==> src/design/mosb_map.svh <==
// Offsets, widths and sizing constants of the store buffer block.
// Assumes byte addresses and a 32-bit data path with four byte lanes.
`ifndef MOSB_MAP_SVH
`define MOSB_MAP_SVH
`define MOSB_ADDR_W 32
`define MOSB_DATA_W 32
`define MOSB_BE_W 4
`define MOSB_DEPTH 8
`define MOSB_BLK_OFS_W 5
`define MOSB_WORD_OFS_W 2
`define MOSB_PARTIAL_WAIT 1
`define MOSB_BE_FULL 4'hf
`endif

==> src/design/mosb_pkg.sv <==
// Types shared by the store buffer block.
// Assumes nothing beyond a SystemVerilog compiler.
package mosb_pkg;
	typedef enum logic [1:0] {
		mosb_idle = 2'b00,
		mosb_ld_wait = 2'b11,
		mosb_ld_rd = 2'b01,
		mosb_bar_wait = 2'b10
	} mosb_state_t;
endpackage

==> src/design/mosb_store_buffer.sv <==
// Store buffer and load/store ordering logic of one coherent processor.
// Assumes the interconnect ports are driven by logic on the same clock.
//
// Overview of operation
// - Stores to different blocks may reach visibility out of program order.
// - A younger load never passes an older load, even to another block.
// - A load may pass buffered older stores to different cache blocks.
// - Accepted stores wait in a local write buffer before draining.
// - Buffered stores may stay invisible indefinitely; loads to other blocks need not wait.
// - A load fully covered by buffered bytes is answered from the buffer.
// - A barrier completes only after every buffered store is visible.
// - Stores after a barrier are held until earlier stores are visible.
// - Loads after a barrier are held until the barrier completes.
// - Dependent loads see older stores; dependent stores follow their loads.
// - Visibility order may differ from the local execution order.
// - Loads returning stale data count as ordered before the later store.
// - Optionally stall partial overlaps instead of forwarding them.
`timescale 1ns/1ps
`include "mosb_map.svh"

module mosb_store_buffer #(
	parameter int ADDR_W = `MOSB_ADDR_W,
	parameter int DEPTH = `MOSB_DEPTH,
	parameter int BLK_OFS_W = `MOSB_BLK_OFS_W,
	parameter bit PARTIAL_WAIT = `MOSB_PARTIAL_WAIT
) (
	input wire logic clk,
	input wire logic reset_n,
	input wire logic st_valid,
	input wire logic [ADDR_W-1:0] st_addr,
	input wire logic [`MOSB_DATA_W-1:0] st_data,
	input wire logic [`MOSB_BE_W-1:0] st_be,
	output logic st_ready,
	input wire logic ld_valid,
	input wire logic [ADDR_W-1:0] ld_addr,
	input wire logic bar_valid,
	output logic req_ready,
	output logic ld_done,
	output logic [`MOSB_DATA_W-1:0] ld_data,
	output logic bar_done,
	output logic wr_valid,
	output logic [ADDR_W-1:0] wr_addr,
	output logic [`MOSB_DATA_W-1:0] wr_data,
	output logic [`MOSB_BE_W-1:0] wr_be,
	input wire logic wr_ack,
	output logic rd_valid,
	output logic [ADDR_W-1:0] rd_addr,
	input wire logic rd_ack,
	input wire logic [`MOSB_DATA_W-1:0] rd_data
);
	localparam int PW = $clog2(DEPTH);
	localparam int CW = $clog2(DEPTH + 1);
	localparam int DW = `MOSB_DATA_W;
	localparam int BEW = `MOSB_BE_W;

	// Entries must be a power of two so the pointers wrap on their own
	logic [ADDR_W-1:0] buf_addr_q [DEPTH], buf_addr_d [DEPTH];
	logic [DW-1:0] buf_data_q [DEPTH], buf_data_d [DEPTH];
	logic [BEW-1:0] buf_be_q [DEPTH], buf_be_d [DEPTH];
	logic [PW-1:0] head_q, head_d, tail_q, tail_d, idx;
	logic [CW-1:0] count_q, count_d;
	mosb_pkg::mosb_state_t state_q, state_d;
	logic [ADDR_W-1:0] la_q, la_d, wr_addr_q, wr_addr_d, rd_addr_q, rd_addr_d, scan_addr;
	logic [DW-1:0] fw_data_q, fw_data_d, ld_data_q, ld_data_d, wr_data_q, wr_data_d, scan_data;
	logic [BEW-1:0] fw_be_q, fw_be_d, wr_be_q, wr_be_d, scan_be;
	logic st_ready_q, st_ready_d, req_ready_q, req_ready_d, ld_done_q, ld_done_d;
	logic bar_done_q, bar_done_d, wr_valid_q, wr_valid_d, rd_valid_q, rd_valid_d;
	logic st_acc, ld_acc, bar_acc, pop, word_hit, blk_other, blk_hit, full_cover, need_wait;

	function automatic logic [DW-1:0] mosb_merge(input logic [DW-1:0] base,
			input logic [DW-1:0] nw, input logic [BEW-1:0] be);
		logic [DW-1:0] r;
		r = base;
		for (int b = 0; b < BEW; b++) begin
			if (be[b]) r[8*b +: 8] = nw[8*b +: 8];
		end
		return r;
	endfunction

	function automatic logic same_blk(input logic [ADDR_W-1:0] a, input logic [ADDR_W-1:0] b);
		return a[ADDR_W-1:BLK_OFS_W] == b[ADDR_W-1:BLK_OFS_W];
	endfunction
	function automatic logic same_word(input logic [ADDR_W-1:0] a, input logic [ADDR_W-1:0] b);
		return a[ADDR_W-1:`MOSB_WORD_OFS_W] == b[ADDR_W-1:`MOSB_WORD_OFS_W];
	endfunction

	assign {st_ready, req_ready} = {st_ready_q, req_ready_q};
	assign {ld_done, ld_data, bar_done} = {ld_done_q, ld_data_q, bar_done_q};
	assign {wr_valid, wr_addr, wr_data, wr_be} = {wr_valid_q, wr_addr_q, wr_data_q, wr_be_q};
	assign {rd_valid, rd_addr} = {rd_valid_q, rd_addr_q};

	////////////////////////////////////////////////////////////////////////////////
	// Buffer scan: oldest to newest, so younger bytes win the overlay
	always_comb begin
		idx = head_q;
		scan_addr = (state_q == mosb_pkg::mosb_idle) ? ld_addr : la_q;
		{scan_data, scan_be} = '0;
		{word_hit, blk_other} = 2'b00;
		for (int i = 0; i < DEPTH; i++) begin
			idx = head_q + PW'(i);
			if (CW'(i) < count_q) begin
				if (same_word(buf_addr_q[idx], scan_addr)) begin
					word_hit = 1'b1;
					scan_data = mosb_merge(scan_data, buf_data_q[idx], buf_be_q[idx]);
					scan_be = scan_be | buf_be_q[idx];
				end else if (same_blk(buf_addr_q[idx], scan_addr)) begin
					blk_other = 1'b1;
				end
			end
		end
		blk_hit = word_hit || blk_other;
		full_cover = word_hit && (scan_be == `MOSB_BE_FULL);
		// Same block but other word stalls; different blocks pass freely
		need_wait = blk_other || (word_hit && PARTIAL_WAIT);
	end

	////////////////////////////////////////////////////////////////////////////////
	// Write buffer storage
	always_comb begin
		buf_addr_d = buf_addr_q;
		buf_data_d = buf_data_q;
		buf_be_d = buf_be_q;
		if (st_acc) begin
			buf_addr_d[tail_q] = st_addr;
			buf_data_d[tail_q] = st_data;
			buf_be_d[tail_q] = st_be;
		end
	end

	always_ff @(posedge clk or negedge reset_n) begin
		if (!reset_n) begin
			buf_addr_q <= '{default: '0};
			buf_data_q <= '{default: '0};
			buf_be_q <= '{default: '0};
		end else begin
			buf_addr_q <= buf_addr_d;
			buf_data_q <= buf_data_d;
			buf_be_q <= buf_be_d;
		end
	end

	////////////////////////////////////////////////////////////////////////////////
	// Control, drain and load sequencing
	always_comb begin
		state_d = state_q;
		{head_d, la_d} = {head_q, la_q};
		{fw_data_d, fw_be_d, ld_data_d} = {fw_data_q, fw_be_q, ld_data_q};
		{ld_done_d, bar_done_d} = 2'b00;
		{wr_valid_d, wr_addr_d} = {wr_valid_q, wr_addr_q};
		{wr_data_d, wr_be_d} = {wr_data_q, wr_be_q};
		{rd_valid_d, rd_addr_d} = {rd_valid_q, rd_addr_q};
		// Program order is store, then load, then barrier within one cycle
		st_acc = st_valid && st_ready_q;
		ld_acc = ld_valid && req_ready_q && !st_acc;
		bar_acc = bar_valid && req_ready_q && !st_acc && !ld_valid;
		pop = wr_valid_q && wr_ack;
		tail_d = tail_q + PW'(st_acc);
		// Entry stays buffered, and forwardable, until the interconnect acks it
		if (pop) begin
			head_d = head_q + PW'(1);
			wr_valid_d = 1'b0;
		end else if (!wr_valid_q && count_q != '0) begin
			// Drains in FIFO order, a legal subset of any block reordering
			{wr_valid_d, wr_addr_d} = {1'b1, buf_addr_q[head_q]};
			{wr_data_d, wr_be_d} = {buf_data_q[head_q], buf_be_q[head_q]};
		end
		count_d = count_q + CW'(st_acc) - CW'(pop);
		unique case (state_q)
			mosb_pkg::mosb_idle: begin
				if (ld_acc) begin
					la_d = ld_addr;
					if (full_cover) begin
						ld_data_d = scan_data;
						ld_done_d = 1'b1;
					end else if (need_wait) begin
						state_d = mosb_pkg::mosb_ld_wait;
					end else begin
						// Bypass without waiting for the buffer to drain
						rd_valid_d = 1'b1;
						rd_addr_d = ld_addr;
						fw_data_d = scan_data;
						fw_be_d = scan_be;
						state_d = mosb_pkg::mosb_ld_rd;
					end
				end else if (bar_acc) begin
					state_d = mosb_pkg::mosb_bar_wait;
				end
			end
			mosb_pkg::mosb_ld_wait: begin
				if (!blk_hit) begin
					rd_valid_d = 1'b1;
					rd_addr_d = la_q;
					fw_data_d = '0;
					fw_be_d = '0;
					state_d = mosb_pkg::mosb_ld_rd;
				end
			end
			mosb_pkg::mosb_ld_rd: begin
				if (rd_ack) begin
					// Fetched data is the coherent order's value for the rest
					rd_valid_d = 1'b0;
					ld_data_d = mosb_merge(rd_data, fw_data_q, fw_be_q);
					ld_done_d = 1'b1;
					state_d = mosb_pkg::mosb_idle;
				end
			end
			mosb_pkg::mosb_bar_wait: begin
				if (count_q == '0 && !wr_valid_q) begin
					bar_done_d = 1'b1;
					state_d = mosb_pkg::mosb_idle;
				end
			end
		endcase
		// Requests are only taken in idle, which keeps loads in order
		st_ready_d = (state_d == mosb_pkg::mosb_idle) && (count_d < CW'(DEPTH));
		req_ready_d = (state_d == mosb_pkg::mosb_idle);
	end

	always_ff @(posedge clk or negedge reset_n) begin
		if (!reset_n) begin
			state_q <= mosb_pkg::mosb_idle;
			{head_q, tail_q, count_q, la_q, fw_data_q, fw_be_q} <= '0;
			{st_ready_q, req_ready_q, ld_done_q, bar_done_q, wr_valid_q, rd_valid_q} <= '0;
			{ld_data_q, wr_addr_q, wr_data_q, wr_be_q, rd_addr_q} <= '0;
		end else begin
			state_q <= state_d;
			{head_q, tail_q, count_q, la_q} <= {head_d, tail_d, count_d, la_d};
			{fw_data_q, fw_be_q, ld_data_q} <= {fw_data_d, fw_be_d, ld_data_d};
			{st_ready_q, req_ready_q} <= {st_ready_d, req_ready_d};
			{ld_done_q, bar_done_q} <= {ld_done_d, bar_done_d};
			{wr_valid_q, wr_addr_q} <= {wr_valid_d, wr_addr_d};
			{wr_data_q, wr_be_q} <= {wr_data_d, wr_be_d};
			{rd_valid_q, rd_addr_q} <= {rd_valid_d, rd_addr_d};
		end
	end
endmodule

==> config.mk <==
export PLATFORM = sky130hd
export DESIGN_NAME = mosb_store_buffer
export DESIGN_NICKNAME = d
export VERILOG_FILES = /design/src/design/mosb_pkg.sv /design/src/design/mosb_store_buffer.sv
export VERILOG_INCLUDE_DIRS = /design/src /design/src/design
export SDC_FILE = /design/constraint.sdc
export NUM_CORES = 2
export LEC_CHECK = 0
export ABC_CLOCK_PERIOD_IN_PS = 6100
export BUFFER_PORTS_ARGS = -buffer_cell sky130_fd_sc_hd__buf_2
export CORE_ASPECT_RATIO = 0.8
export CORE_UTILIZATION = 40
export DETAILED_ROUTE_END_ITERATION = 10
export GPL_TIMING_DRIVEN = 0
export PLACE_DENSITY = 0.57
export SLEW_MARGIN = 20
export SYNTH_ARGS = -nofsm -noshare
export SYNTH_HDL_FRONTEND = slang
export SYNTH_SLANG_ARGS = --single-unit
export TNS_END_PERCENT = 1
==> constraint.sdc <==
create_clock -name clk -period 6.1 [get_ports clk]
set_input_delay 0 -clock clk [delete_from_list [all_inputs] [get_ports clk]]
set_output_delay 0 -clock clk [all_outputs]
set_load 0.1 [all_outputs]
==> results.sh <==
export IMPL_clock_sinks=762
export IMPL_synth_compound_area_share=0.0695
export IMPL_holdWs_ns=0.0332
export IMPL_layout_commonest_cell="dfrtp_1"
export IMPL_synth_area_top_cells="dfrtp_1 34%, mux4_2 21%, mux2_2 12%"
export IMPL_grt_max_degree=93
export IMPL_cts_root_buf="clkbuf_16"
export IMPL_rsz0062_at_grt="yes"
export IMPL_grt_pass1_wl_um=425000
export IMPL_cp_arrival_ns=7.12
export IMPL_first_pass_iters=8
export IMPL_io_buffer_count=276
export IMPL_synth_xor_area_frac=0.0370
export IMPL_hpwl_um=242000
export IMPL_path_class="flop to flop"
export IMPL_die_h_um=338
export IMPL_synth_top_family_by_area="multiplexers"
export IMPL_synth_edf_count=0
export IMPL_slew_headroom=0.142
export IMPL_critical_path_required_ns=6.80
export IMPL_vias_per_cell=6.98
export IMPL_final_cell_mix="761 x dfrtp_1, 587 x mux2_2, 563 x nand2_1, 526 x mux4_2, 381 x mux2i_1"
export IMPL_antenna_found_initial=25
export IMPL_grt_pass1_vias=48100
export IMPL_timing_hold_violations_final=0
export IMPL_syn_nets=4971
export IMPL_htree_levels=3
export IMPL_finalSetupViolations=77
export IMPL_synth_cell_types=111
export IMPL_hold_class="input pin to flop"
export IMPL_fmax_mhz=156
export IMPL_cts_tree="yes"
export IMPL_skew_ns=0.0511
export IMPL_yosys_most_used_dff="dfrtp_1"
export IMPL_numCtsBuffers=89
export IMPL_synth_seq_cells=762
export IMPL_synth_adder_area_share=0.00256
export IMPL_violations="negative setup slack"
export IMPL_area_growth_pct=21.5
export IMPL_fp_dieArea_um2=143000
export IMPL_vias=51700
export IMPL_antenna_left=0
export IMPL_yosys_area_top_type="dfrtp_1"
export IMPL_ys_warn_count=0
export IMPL_track_usage=0.437
export IMPL_avgSynthCellArea_um2=11.7
export IMPL_crit_path_start_kind="flop"
export IMPL_drc_errors=0
export IMPL_status="complete, but fails checks"
export IMPL_die_width_um=423
export IMPL_slew_violations=0
export IMPL_final_cells=7413
export IMPL_nNetsFinal=5598
export IMPL_synthMuxAreaShare=0.406
export IMPL_drt_iter0_markers=8320
export IMPL_utilization=0.490
export IMPL_synthCells=4821
export IMPL_grt_ovfl_total=0
export IMPL_cts_path_max_buffers=3
export IMPL_worst_slew_pin_slew_ns=1.29
export IMPL_core_um2=141000
export IMPL_gp_congestion=1.11
export IMPL_initial_utilization=0.403
export IMPL_max_cap_viol_count=0
export IMPL_syn_area_um2=56600
export IMPL_ys_seq_area_frac=0.337
export IMPL_crit_path_end_kind="flop"
export IMPL_period_share=1.05
export IMPL_rows=123
export IMPL_drive_gt1_frac=0.404
export IMPL_clk_pin_slew_ns=0.06
export IMPL_dp_cells=7018
export IMPL_finalCriticalPeriod_ns=6.42
export IMPL_wirelength_um=319000
export IMPL_synthArstFlopShare=1.00
export IMPL_synth_top_area_frac=0.337
export IMPL_cp_max_fo=10
export IMPL_fin_ws_ns=-0.318
export IMPL_synthSimpleGateAreaFrac=0.108
export IMPL_routedWlPerCell_um=43.0
export IMPL_clk_latency_ns=0.78
export IMPL_io_pin_count=277
## metal layers
| metal | global-route usage | part of all wire | vias to the layer above |
|---|---|---|---|
| met4 | 0.140 | 0.039 | 36 |
| met3 | 0.274 | 0.18 | 673 |
| met2 | 0.528 | 0.36 | 4375 |
| met1 | 0.619 | 0.42 | 26900 |
| li1 | - | - | 19700 |
| met5 | 0.00433 | 0.0025 | - |
## final cells by class
class | instances | area [um^2]
clock inverter | 47 | 629
tap | 1875 | 2350
timing repair buffer | 541 | 4280
inverter | 45 | 181
buffer | 393 | 2890
fill | 12800 | 71700
clock buffer | 118 | 2480
multi-input combinational | 3616 | 36900
antenna | 16 | 40.0
sequential | 762 | 19100
## synthesized netlist by cell type, types with 10 or more instances
library cell	count
mux4_2	526
nor3_1	33
mux2_2	588
nand2b_1	16
buf_4	59
dfrtp_1	762
nand4_1	47
o22ai_1	54
xnor2_1	83
ha_1	10
a211oi_1	20
a22oi_1	23
a21oi_1	95
a2111oi_0	24
xor2_1	146
or3_1	16
or2_2	11
a31o_1	11
mux2i_1	447
o31ai_1	10
nor3b_1	18
a311oi_1	10
inv_1	41
buf_2	114
nor4_1	53
a31oi_1	25
nand3_1	95
o211ai_1	27
o221ai_1	15
a2bb2oi_1	33
a32oi_1	11
and2_1	29
o21ai_0	95
nor2_1	174
clkbuf_1	150
nand2_1	568
nor2b_1	73
nand3b_1	14
buf_6	27
and3_1	22
buf_1	45
## stage by stage
| stage | TNS, ns | worst slack [ns] | cell area [um^2] |
|---|---|---|---|
| after floorplan | 0 | 0.587 | 56600 |
| after CTS | -0.521 | -0.0753 | 68200 |
| after global placement | -9270.93 | -11.93 | 60300 |
| final | -7.66 | -0.318 | 68800 |
| after global routing | -3.26 | -0.150 | 68800 |
| after detailed placement | -370.70 | -3.85 | 61500 |
## kinds of logic (layout without fill, tap and decap cells)
kind of cell,Yosys count,count (layout)
xor gates and xnor gates,233,233
buffers and inverters,443,1144
adders and majority gates,11,11
DFF,762,762
and+or+nand+nor,1245,1245
other,0,16
muxes,1566,1566
AOI/OAI and AO/OA,561,561
## registers in the layout, indices dropped and copies added (netlist names)
name,count
rd_valid,1
wr_data,32
la_q,32
ld_data,32
wr_valid,1
buf_data_q,256
head_q,3
wr_addr,32
req_ready,1
bar_done,1
count_q,4
state_q,2
ld_done,1
buf_be_q,32
st_ready,1
fw_data_q,32
fw_be_q,4
rd_addr,32
wr_be,4
tail_q,3
buf_addr_q,256
## worst max-delay path: stages, from the launching register on
cell and delay (ns):
dfrtp_2 0.46, buf_2 0.24, buf_4 0.34, buf_4 0.39, xor2_1 0.27, buf_2 0.55, clkbuf_1 0.66, clkbuf_2 0.55
clkbuf_1 0.88, clkbuf_1 1.01, nand2_1 0.11, nand3_1 0.14, o2111ai_1 0.12, a21oi_1 0.33, mux2_2 0.21
## final timing paths
check	startpoint	endpoint	slack, ns	depth (start not counted)
max	head_q[1]	ld_data[17]	-0.32	14
min	ld_addr[21]	la_q[21]	0.03	4
max reg2reg	head_q[1]	ld_data[17]	-0.32	14
min reg2reg	wr_data[5]	wr_data[5]	0.47	2
max in group asynchronous	reset_n	buf_addr_q[48]	3.55	8
min in group asynchronous	reset_n	buf_data_q[118]	0.37	4
## what timing repair did
item | 4_1_cts | 5_1_grt
resized for setup | 367 | 98
gates cloned | 1 | 0
hold buffers | 130 | 0
buffers inserted | 66 | 22
pin swaps | 52 | 26
setup endpoints to repair | 111 | 98
endpoints found under the hold margin | 1022 | 0
Power is left out: the tool's default activity adds up to more than one toggle a clock period on the data nets, which glitch-free logic cannot reach.
